$ cat src/verilog/console_defs.svh
// constants for the operator console command logic
`ifndef CONSOLE_DEFS_SVH
`define CONSOLE_DEFS_SVH
`define DIGITS_KEY 6
`define DIGITS_REQ 4
`define SIM_WORD_BITS 24
`define SIM_IN_CHANNEL 3'h6
`define SIM_OUT_CHANNEL 3'h5
`define NUM_STATIONS 3
`define CONT_REPEAT_NS 1000
`define CLK_PERIOD_NS 10
`define CONT_REPEAT_CYC (`CONT_REPEAT_NS / `CLK_PERIOD_NS)
`endif

$ cat src/verilog/console_pkg.sv
// types shared by the operator console command logic
package console_pkg;
    typedef enum logic [2:0] {
        cmd_none,
        cmd_hold,
        cmd_stop,
        cmd_estop,
        cmd_resume,
        cmd_clear,
        cmd_store,
        cmd_return
    } command_t;
    typedef struct packed {
        logic [2:0] code;
        logic [17:0] test_no;
        logic valid;
    } test_req_t;
    typedef struct packed {
        logic hold;
        logic stop;
        logic estop;
        logic manual;
    } station_status_t;
    typedef struct packed {
        logic active;
        logic by_operator;
    } cond_ind_t;
endpackage : console_pkg

$ cat src/verilog/operator_logic_unit.sv
// operator console command logic: keyboard, commands, station arbitration, simulator, data requests
`timescale 1ns/1ps
`include "console_defs.svh"

// Functional notes
// - eight octal digit keys feed keyboard register
// - entry key sends keyboard contents out
// - keyboard clear empties the register
// - six-digit readout shows keyboard register
// - readouts show running and next test
// - hold pauses at next hold point
// - stop halts, returns to stop location
// - emergency stop halts at once, shutdown
// - resume restarts after hold or stop
// - clear resets program, drops pending request
// - conditional enables pause at each point
// - store point saves, second press returns
// - master station requests beat external stations
// - indicators show condition and its originator
// - single step: one step per resume
// - simulated interrupt lamp stays, condition appears
// - enabled station enters directly, else operator
// - per-station test number and status readouts
// - 24 switches entered parallel on channel six
// - channel five outputs on lamps, on lamp
// - data requests sent, repeated when continuous
// - four-character display shows returned value
module operator_logic_unit #(
    parameter int REPEAT_CYC = `CONT_REPEAT_CYC
) (
    input wire logic mclk, // clock
    input wire logic rst, // async reset, active high
    input wire logic [7:0] digit_key, // one-hot digit key pulses 0..7
    input wire logic enter_key, // keyboard entry pulse
    input wire logic kbd_clear_key, // keyboard clear pulse
    input wire logic hold_key, // hold pulse
    input wire logic stop_key, // stop pulse
    input wire logic estop_key, // emergency stop pulse
    input wire logic resume_key, // resume pulse
    input wire logic clear_key, // program clear pulse
    input wire logic store_key, // store program point pulse
    input wire logic cond_stop_en, // conditional stops enabled level
    input wire logic cond_hold_en, // conditional holds enabled level
    input wire logic single_step_en, // single step mode level
    input wire logic [17:0] running_test, // running test id from computer
    input wire logic [17:0] next_test, // queued test id from computer
    input wire logic auto_hold, // hold raised by automatic system
    input wire logic auto_stop, // stop raised by automatic system
    input wire logic auto_estop, // emergency stop raised by automatic system
    input wire logic cond_cleared, // computer reports condition released
    input wire logic sim_int_event, // simulated interrupt occurred pulse
    input wire logic sim_int_done, // simulated interrupt processed pulse
    input wire logic [2:0][17:0] stn_test_no, // requested number per station
    input wire logic [2:0] stn_req, // station request pulse
    input wire console_pkg::station_status_t [2:0] stn_status_in, // station status
    input wire logic [2:0] stn_enable, // direct entry enable per station
    input wire logic [2:0] stn_fwd_key, // operator forwards station request
    input wire logic [2:0] stn_wait_key, // operator defers station request
    input wire logic sim_on, // simulator panel switched on
    input wire logic [23:0] sim_switches, // bit switches 23..0 left to right
    input wire logic sim_enter_key, // simulator entry pulse
    input wire logic [23:0] link_ch5_data, // channel five output word
    input wire logic [1:0][11:0] dreq_select, // octal four-digit request numbers
    input wire logic [1:0] dreq_initiate, // request initiate pulses
    input wire logic [1:0] dreq_continuous, // continuous request levels
    input wire logic [1:0] dreq_answer_valid, // answer strobe per set
    input wire logic [1:0][31:0] dreq_answer, // four characters per set
    output logic [17:0] kbd_readout, // keyboard readout
    output logic [17:0] running_readout, // running test readout
    output logic [17:0] next_readout, // next test readout
    output console_pkg::test_req_t test_req, // request to computer link unit
    output console_pkg::command_t command, // command pulse to computer
    output logic step_grant, // one-step permit pulse
    output logic cond_stop_out, // conditional stop mode to computer
    output logic cond_hold_out, // conditional hold mode to computer
    output console_pkg::cond_ind_t hold_ind, // hold indicator
    output console_pkg::cond_ind_t stop_ind, // stop indicator
    output console_pkg::cond_ind_t estop_ind, // emergency stop indicator
    output logic point_stored_ind, // program point stored lamp
    output logic single_step_ind, // single step lamp
    output logic sim_int_ind, // simulated interrupt lamp
    output logic [2:0][17:0] stn_readout, // station number readouts
    output console_pkg::station_status_t [2:0] stn_status_ind, // station lamps
    output logic [2:0] stn_pending_ind, // station request waiting
    output logic sim_word_valid, // simulator word strobe
    output logic [23:0] sim_word, // simulator word
    output logic [2:0] sim_channel, // channel of simulator word
    output logic [23:0] ch5_lamps, // channel five lamps
    output logic sim_on_ind, // simulator active lamp
    output logic [1:0] dreq_valid, // data request strobe per set
    output logic [1:0][11:0] dreq_number, // data request number per set
    output logic [1:0][31:0] data_value_disp // data value displays
);
    logic [17:0] kbd_q, kbd_d;
    console_pkg::test_req_t req_q, req_d;
    console_pkg::command_t cmd_q, cmd_d;
    logic step_q, step_d;
    console_pkg::cond_ind_t hold_q, hold_d, stop_q, stop_d, estop_q, estop_d;
    logic stored_q, stored_d;
    logic sim_int_q, sim_int_d;
    logic [2:0] pend_q, pend_d;
    logic [2:0][17:0] stn_rd_q, stn_rd_d;
    console_pkg::station_status_t [2:0] stn_st_q, stn_st_d;
    logic [17:0] run_q, run_d, nxt_q, nxt_d;
    logic simv_q, simv_d;
    logic [23:0] simw_q, simw_d, ch5_q, ch5_d;
    logic master_req;
    logic [2:0] stn_ready;
    int sel;

    assign master_req = enter_key | clear_key;

    always_comb begin
        kbd_d = kbd_q;
        for (int i = 0; i < 8; i++) begin
            if (digit_key[i]) begin
                kbd_d = {kbd_q[14:0], 3'(i)};
            end
        end
        if (kbd_clear_key) begin
            kbd_d = '0;
        end
    end

    always_comb begin
        pend_d = pend_q;
        stn_rd_d = stn_rd_q;
        stn_st_d = stn_status_in;
        stn_ready = '0;
        sel = -1;
        for (int s = 0; s < `NUM_STATIONS; s++) begin
            if (stn_req[s]) begin
                pend_d[s] = 1'b1;
                stn_rd_d[s] = stn_test_no[s];
            end
            stn_ready[s] = pend_q[s] & (stn_enable[s] | stn_fwd_key[s]);
            if (stn_wait_key[s]) begin
                stn_ready[s] = 1'b0;
            end
        end
        for (int s = `NUM_STATIONS - 1; s >= 0; s--) begin
            if (stn_ready[s]) begin
                sel = s;
            end
        end
        req_d = '0;
        if (enter_key) begin
            req_d = '{code: 3'h0, test_no: kbd_q, valid: 1'b1};
        end else if (!master_req && sel >= 0) begin
            req_d = '{code: 3'(sel + 1), test_no: stn_rd_q[sel], valid: 1'b1};
            pend_d[sel] = stn_req[sel];
        end
        if (clear_key) begin
            pend_d = '0;
        end
    end

    always_comb begin
        cmd_d = console_pkg::cmd_none;
        step_d = 1'b0;
        hold_d = hold_q;
        stop_d = stop_q;
        estop_d = estop_q;
        stored_d = stored_q;
        sim_int_d = sim_int_q;
        if (estop_key) begin
            cmd_d = console_pkg::cmd_estop;
        end else if (clear_key) begin
            cmd_d = console_pkg::cmd_clear;
        end else if (stop_key) begin
            cmd_d = console_pkg::cmd_stop;
        end else if (hold_key) begin
            cmd_d = console_pkg::cmd_hold;
        end else if (store_key) begin
            cmd_d = stored_q ? console_pkg::cmd_return : console_pkg::cmd_store;
            stored_d = !stored_q;
        end else if (resume_key) begin
            cmd_d = console_pkg::cmd_resume;
            step_d = single_step_en;
        end
        if (cond_cleared || clear_key) begin
            hold_d = '0;
            stop_d = '0;
            estop_d = '0;
        end
        // set wins over the clear so no condition is lost
        if (hold_key || auto_hold) begin
            hold_d = '{active: 1'b1, by_operator: hold_key};
        end
        if (stop_key || auto_stop) begin
            stop_d = '{active: 1'b1, by_operator: stop_key};
        end
        if (estop_key || auto_estop) begin
            estop_d = '{active: 1'b1, by_operator: estop_key};
        end
        if (clear_key) begin
            stored_d = 1'b0;
        end
        if (sim_int_done && !hold_d.active && !stop_d.active && !estop_d.active) begin
            hold_d = '{active: 1'b1, by_operator: 1'b0};
        end
        if (sim_int_event) begin
            sim_int_d = 1'b1;
        end else if (clear_key) begin
            sim_int_d = 1'b0;
        end
    end

    always_comb begin
        run_d = running_test;
        nxt_d = next_test;
        simv_d = sim_on & sim_enter_key;
        simw_d = simv_d ? sim_switches : simw_q;
        ch5_d = sim_on ? link_ch5_data : '0;
    end

    always_ff @(posedge mclk or posedge rst) begin
        if (rst) begin
            kbd_q <= '0;
            req_q <= '0;
            cmd_q <= console_pkg::cmd_none;
            step_q <= 1'b0;
            hold_q <= '0;
            stop_q <= '0;
            estop_q <= '0;
            stored_q <= 1'b0;
            sim_int_q <= 1'b0;
            pend_q <= '0;
            stn_rd_q <= '0;
            stn_st_q <= '0;
            run_q <= '0;
            nxt_q <= '0;
            simv_q <= 1'b0;
            simw_q <= '0;
            ch5_q <= '0;
        end else begin
            kbd_q <= kbd_d;
            req_q <= req_d;
            cmd_q <= cmd_d;
            step_q <= step_d;
            hold_q <= hold_d;
            stop_q <= stop_d;
            estop_q <= estop_d;
            stored_q <= stored_d;
            sim_int_q <= sim_int_d;
            pend_q <= pend_d;
            stn_rd_q <= stn_rd_d;
            stn_st_q <= stn_st_d;
            run_q <= run_d;
            nxt_q <= nxt_d;
            simv_q <= simv_d;
            simw_q <= simw_d;
            ch5_q <= ch5_d;
        end
    end

    // data request sets; the repeat period spaces continuous repeats, while an initiate pulse loads the link at once
    for (genvar g = 0; g < 2; g++) begin : g_dreq
        logic [31:0] cnt_q, cnt_d;
        logic v_q, v_d;
        logic [11:0] n_q, n_d;
        logic [31:0] val_q, val_d;
        always_comb begin
            cnt_d = cnt_q;
            v_d = 1'b0;
            n_d = n_q;
            val_d = dreq_answer_valid[g] ? dreq_answer[g] : val_q;
            if (dreq_initiate[g]) begin
                v_d = 1'b1;
                n_d = dreq_select[g];
                cnt_d = 32'(REPEAT_CYC - 1);
            end else if (dreq_continuous[g]) begin
                if (cnt_q == 32'h0) begin
                    v_d = 1'b1;
                    n_d = dreq_select[g];
                    cnt_d = 32'(REPEAT_CYC - 1);
                end else begin
                    cnt_d = cnt_q - 32'h1;
                end
            end
        end
        always_ff @(posedge mclk or posedge rst) begin
            if (rst) begin
                cnt_q <= '0;
                v_q <= 1'b0;
                n_q <= '0;
                val_q <= '0;
            end else begin
                cnt_q <= cnt_d;
                v_q <= v_d;
                n_q <= n_d;
                val_q <= val_d;
            end
        end
        assign dreq_valid[g] = v_q;
        assign dreq_number[g] = n_q;
        assign data_value_disp[g] = val_q;
    end

    assign kbd_readout = kbd_q;
    assign running_readout = run_q;
    assign next_readout = nxt_q;
    assign test_req = req_q;
    assign command = cmd_q;
    assign step_grant = step_q;
    assign cond_stop_out = cond_stop_en;
    assign cond_hold_out = cond_hold_en;
    assign hold_ind = hold_q;
    assign stop_ind = stop_q;
    assign estop_ind = estop_q;
    assign point_stored_ind = stored_q;
    assign single_step_ind = single_step_en;
    assign sim_int_ind = sim_int_q;
    assign stn_readout = stn_rd_q;
    assign stn_status_ind = stn_st_q;
    assign stn_pending_ind = pend_q;
    assign sim_word_valid = simv_q;
    assign sim_word = simw_q;
    assign sim_channel = `SIM_IN_CHANNEL;
    assign ch5_lamps = ch5_q;
    assign sim_on_ind = sim_on;

    a_kbd_shift: assert property (@(posedge mclk) disable iff (rst)
        (digit_key == 8'h08 && !kbd_clear_key) |=> kbd_readout == {$past(kbd_readout[14:0]), 3'h3})
        else $error("digit not shifted in");
    a_kbd_clear: assert property (@(posedge mclk) disable iff (rst)
        kbd_clear_key |=> kbd_readout == 18'h0) else $error("keyboard not cleared");
    a_enter_sends: assert property (@(posedge mclk) disable iff (rst)
        enter_key |=> test_req.valid && test_req.code == 3'h0 && test_req.test_no == $past(kbd_q))
        else $error("entry not sent");
    a_master_first: assert property (@(posedge mclk) disable iff (rst)
        (enter_key && |pend_q) |=> test_req.code == 3'h0) else $error("station beat master");
    a_estop_first: assert property (@(posedge mclk) disable iff (rst)
        estop_key |=> command == console_pkg::cmd_estop && estop_ind == 2'b11)
        else $error("estop not immediate");
    a_clear_drops: assert property (@(posedge mclk) disable iff (rst)
        clear_key |=> stn_pending_ind == 3'h0 && !test_req.valid) else $error("request kept");
    a_step_once: assert property (@(posedge mclk) disable iff (rst)
        (step_grant && !resume_key) |=> !step_grant) else $error("more than one step");
    a_store_toggle: assert property (@(posedge mclk) disable iff (rst)
        (command == console_pkg::cmd_store) |-> point_stored_ind) else $error("store lost");
    a_sim_lamp: assert property (@(posedge mclk) disable iff (rst)
        sim_int_event ##1 (!clear_key) [*2] |-> sim_int_ind) else $error("sim lamp dropped");
    a_sim_word: assert property (@(posedge mclk) disable iff (rst)
        (sim_on && sim_enter_key) |=> sim_word_valid && sim_word == $past(sim_switches))
        else $error("sim word wrong");
    a_auto_hold: assert property (@(posedge mclk) disable iff (rst)
        (auto_hold && !hold_key) |=> hold_ind == 2'b10) else $error("hold origin wrong");
    c_station_direct: cover property (@(posedge mclk) disable iff (rst)
        test_req.valid && test_req.code != 3'h0);
    c_continuous: cover property (@(posedge mclk) disable iff (rst)
        dreq_valid[0] ##[1:200] dreq_valid[0]);
    c_store_return: cover property (@(posedge mclk) disable iff (rst)
        command == console_pkg::cmd_return);
    c_single_step: cover property (@(posedge mclk) disable iff (rst) step_grant);
endmodule : operator_logic_unit
$ cat config.mk
export PLATFORM = sky130hd
export DESIGN_NAME = operator_logic_unit
export DESIGN_NICKNAME = d
export VERILOG_FILES = /design/src/verilog/console_pkg.sv /design/src/verilog/operator_logic_unit.sv
export VERILOG_INCLUDE_DIRS = /design/src /design/src/verilog
export SDC_FILE = /design/constraint.sdc
export NUM_CORES = 1
export LEC_CHECK = 0
export ABC_AREA = 0
export BUFFER_PORTS_ARGS = -buffer_cell sky130_fd_sc_hd__buf_2
export CAP_MARGIN = 30
export CORE_AREA = 3 3 225 227
export CTS_CLUSTER_DIAMETER = 150
export DETAILED_ROUTE_END_ITERATION = 8
export DIE_AREA = 0 0 228 230
export HOLD_SLACK_MARGIN = 0.03
export RECOVER_POWER = 100
export SETUP_SLACK_MARGIN = 0.05
export SLEW_MARGIN = 20
export SYNTH_ARGS = -nofsm -noshare
export SYNTH_HDL_FRONTEND = slang
export SYNTH_SLANG_ARGS = --single-unit
$ cat constraint.sdc
create_clock -name mclk -period 9.55 [get_ports mclk]
set_input_delay 0.4775 -clock mclk [delete_from_list [all_inputs] [get_ports mclk]]
set_output_delay 0.4775 -clock mclk [all_outputs]
set_load 0.05 [all_outputs]
# Yosys cells after proc, flatten, opt, wreduce, memory -nomap -nowiden
# Index checks and enable logic that the tools add are counted.
# totals
register_bits	360
output_inout_bits	303
# op_classes
addsub	3
magnitude_cmp	3
n_eq_ne	3
muxes	78
n_bitwise	8
n_reduce_logical	29
# op_table
op	count
32-bit two-way mux	9
18-bit two-way mux	11
12-bit two-way mux	6
32-bit by 1-bit greater-or-equal comparator with 1-bit output (second input constant)	2
32-bit logical NOT	2
32-bit by 1-bit subtractor with 32-bit output (second input constant)	2
22-bit two-way mux	2
18-bit binary-select mux with 2-bit select	1
32-bit by 4-bit < comparator with 1-bit output (second input constant)	1
1-bit two-way mux	29
3-bit two-way mux	9
24-bit two-way mux	1
2-bit nonzero test	8
2-bit two-way mux	7
9-bit nonzero test	1
2-bit by 1-bit != test with 1-bit output (second input constant)	3
1-bit logical AND	5
1-bit logical NOT	5
1-bit bitwise AND	4
1-bit logical OR	4
1-bit OR	4
2-bit AND reduction	2
4-bit AND reduction	1
3-bit by 2-bit adder with 3-bit output (second input constant)	1
4 further kinds	4

# Depth between registers and ports, before layout
# depth
word_depth	14
ltp_mapped	9
ltp_nobuf	7

# Least setup slack after synthesis
# No wires, ideal clock.
# synth_timing
path_kind	reg2reg
from	reg g_dreq[0].cnt_q[18]
to	reg g_dreq[0].n_q[0]
setup_ps	125
t_arrival_ps	2389
required_time_ps	9425
setup_slack_ps	7035
path_stages_with_launch	9
path_buffers	2
path_cell_list	dfrtp_1 or4_4 or4_4 buf_6 nor4_4 a21oi_2 clkinv_2 buf_12 mux2_4
# synth_via
elab_chain_cells	3
# synth_rtl
element	line_no	text
start: declaration	operator_logic_unit.sv:259	logic [31:0] cnt_q, cnt_d;
start signal: assignment	operator_logic_unit.sv:289	cnt_q <= cnt_d;
32-bit logical NOT	operator_logic_unit.sv:273	if (cnt_q == 32'h0) begin
2-bit nonzero test (no source line)	--	
2-bit AND reduction (no source line)	--	
end signal: assignment	operator_logic_unit.sv:291	n_q <= n_d;
end: declaration	operator_logic_unit.sv:261	logic [11:0] n_q, n_d;
# No other way between the ends.
# A chain may end at the register's enable or synchronous reset.

==> flow_summary.toml <==
[pwr]
internal_power_mw = 2.73
comb_power_share_pct = 18.4
sw_frac_of_total_pct = 31.4
p_switching_mw = 1.25
clkPwrFrac_pct = 38.8
cellPowerDensity_nw_per_um2 = 209
pwr-share-seq_pct = 42.7
ir_drop_v = 0.000124
power.leakage_nw = 8.35

[synthesis]
synth_largest_area_cell = "dfrtp_1"
ys_ff_latch = 360
synth-edff-count = 0
synth_cell_types = 57
ys_async_sr_fraction_pct = 100
synth-main-ff-cell = "dfrtp_1"
synth_area_per_cell_um2 = 13.0
synthTopCellsByArea = "dfrtp_1, mux2_2, nor2_1"
ys_seq_area_share_pct = 63.5
syn-instance-count = 1090
yosys_warnings = 0
netlist_area_um2 = 14200
yosysTopAreaCellShare_pct = 63.5

[critical_path]
crit_fanout = 168
ff2ff_setup_slack_ns = 5.36
critPathKind = "input pin to asynchronous set/reset pin"
cp-start-kind = "input pin"
r2r_cells = 7
worstPathArrival_ns = 4.99
reg2reg_from = "g_dreq[1].cnt_q[0]$_DFFE_PP0P_"
endpoint_kind = "asynchronous set/reset pin"
r2r_end = "g_dreq[1].n_q[9]$_DFFE_PP0P_"
required_ns = 9.24

[die]
die_area_um2 = 52400
io_pins = 588
core_um2 = 48800
die_w_um = 228
rows = 81
initial_core_util_pct = 29.0
die_y_um = 230

[route]
drc_errors = 0
viasPerCell = 4.54
drt_iter0_markers = 413
antenna_left = 0
via_count = 10900
wl_per_cell_um = 17.8
dr.pass1.iters = 5
totalWireLength_um = 42900

[global_route]
antenna_found_initial = 3
grt_pass1_wl_um = 66500
grt.total_usage_pct = 15.9
grt_pass1_vias = 11500
gr-total-overflow = 0
grt_max_degree = 169

[cts]
ctsResizeCount = 0
cts_hold_buf = 48
clkSinkCount = 360
postCtsSetupRepairBufs = 0
clock_latency_ns = 0.55
cts_buffers = 42
path_clk_slew_ns = 0.06
h-tree-depth = 2
cts_buffer_depth = 3
root_buffer = "clkbuf_16"
cts_tree = "built"

[job]
drv_cap = 5

[layout]
ff_latch_area_um2 = 9010
layout_common_cells = "dfrtp_1, clkbuf_1, buf_2"
final_nets = 2002
mostFrequentLayoutCell = "dfrtp_1"
drive_above_1_share_pct = 29.2
insertedDiodeCount = 0
nFillCells = 4945
multi_input_area_um2 = 4740
areaGrowthSynthToFinish_pct = 34.2

[timing]
setup_ws_ns = 4.25
fin_setup_tns_ns = 0
period_minus_slack_ns = 5.30
finalCritPeriodShare_pct = 55.5
rsz0062_at_grt = "false"
tightestPinTransition_ns = 4.14
report.final.setup_viol = 0
hold_viol = 0
slew_headroom_pct = -176
max_freq_ghz = 0.189
slew_violations = 444
fin_skew_ns = 0.0101

[placement]
place_ws_ns = 6.41
globalplace.congestion = 0.896
port_buffers = 580
hpwl_um = 31800

[run_status]
run_status = "finished, violations left"
violations = "max-capacitance violations, max-slew violations"

[hold_path]
holdPathEnd = "next_readout[10]$_DFF_PP0_"
min_delay_path_depth = 1
worstHoldPathType = "input pin to flop"
hp-start = "next_test[10]"
[state kept, by name, summed over array words and instances (netlist names), 3 cells and up]
name	cells
g_dreq.n_q	24
g_dreq.cnt_q	64
next_readout	18
running_readout	18
g_dreq.val_q	64
command	3
ch5_lamps	24
kbd_readout	18
sim_word	24
stn_readout	54
stn_status_ind	12
test_req	22
stn_pending_ind	3
[worst max path at each step]
stage / start / end / slack, ns / cells past startpoint
6_report: rst / sim_word_valid$_DFF_PP0_ / 4.25 / 4
5_1_grt: rst / sim_word[14]$_DFFE_PP0P_ / 3.24 / 4
4_1_cts: g_dreq[0].cnt_q[8]$_DFFE_PP0P_ / g_dreq[0].n_q[10]$_DFFE_PP0P_ / 6.39 / 6
3_5_place_dp: g_dreq[0].cnt_q[8]$_DFFE_PP0P_ / g_dreq[0].n_q[10]$_DFFE_PP0P_ / 6.41 / 6
3_3_place_gp: g_dreq[0].cnt_q[8]$_DFFE_PP0P_ / g_dreq[0].n_q[9]$_DFFE_PP0P_ / 6.43 / 6
2_1_floorplan: rst / ch5_lamps[0]$_DFF_PP0_ / 4.25 / 1
[worst max-delay path, stage by stage]
cell	delay, ns
dlygate4sd3_1	0.53
buf_2	0.12
clkinvlp_2	0.70
clkbuf_2	2.88
[area by class of cell]
cell class	count	share of cell area, %
clock inverters	13	0.565
inverters	23	0.466
well taps	664	4.36
multi-input cells	648	24.9
repair buffers	637	16.0
clock buffers	61	6.44
flip-flops and latches	360	47.3
[stage by stage]
stage | cells | total power, mW | util, % | instance area, µm² | hold slack (ns)
after CTS | 2405 | 4.08 | 40.0 | 19500 | 0.0329
after global routing | 2406 | 4.16 | 39.0 | 19000 | 0.0771
final | 2406 | 3.98 | 39.0 | 19000 | 0.0852
after detailed placement | 2283 | 2.48 | 36.3 | 17700 | 0.485
after global placement | 2282 | 2.47 | 36.3 | 17700 | 0.471
after floorplan | 1091 | 2.25 | - | 14200 | 0.500
[cell usage after synthesis (2+ instances only)]
master,n
inv_1,22
nand3_1,5
and3_1,2
nor4b_1,4
nand2_1,58
nand4_1,6
buf_1,7
ha_1,5
or4_1,6
or3_1,12
a221oi_1,18
nor3_1,25
a21o_1,3
a311oi_1,3
nand2b_1,19
buf_2,3
and2_1,27
buf_4,9
o21bai_1,2
nor2_1,94
nor4_1,29
clkbuf_1,36
o41ai_1,2
xor2_1,11
mux2_4,9
nor3b_1,2
buf_6,4
or2_2,6
a211oi_1,5
nand3b_1,7
mux2_2,157
a31o_2,2
o31ai_1,20
a21oi_1,16
dfrtp_1,360
or4_4,2
o21ai_0,33
mux2i_1,3
xnor2_1,37
conb_1,2
[metal layers]
layer	track usage, %	wire length [µm]	share of wire (%)	vias up
met2	27.6	21300	50	447
li1	-	-	-	5034
met5	0	13	0.030	-
met1	19.5	17400	41	5379
met4	4.08	902	2.1	2
met3	4.45	3180	7.4	61
[power groups by stage]
stage	Sequential, mW	Combinational (mW)	Clock [mW]
floorplan	2.07	0.174	0
global placement	1.72	0.755	0
detailed placement	1.72	0.762	0
CTS	1.70	0.779	1.61
global route	1.71	0.774	1.67
finish	1.70	0.734	1.55
[kinds of logic after synthesis]
| logic type | share of synthesized area (%) |
|---|---|
| AOI/OAI and AO/OA | 5.47 |
| xor gates and xnor gates | 2.96 |
| adders and majority gates | 0.441 |
| buffers and inverters | 2.80 |
| DFF | 63.5 |
| muxes | 13.6 |
| other | 0.0529 |
| and+or+nand+nor | 11.2 |
(Power assumes the default switching activity.)
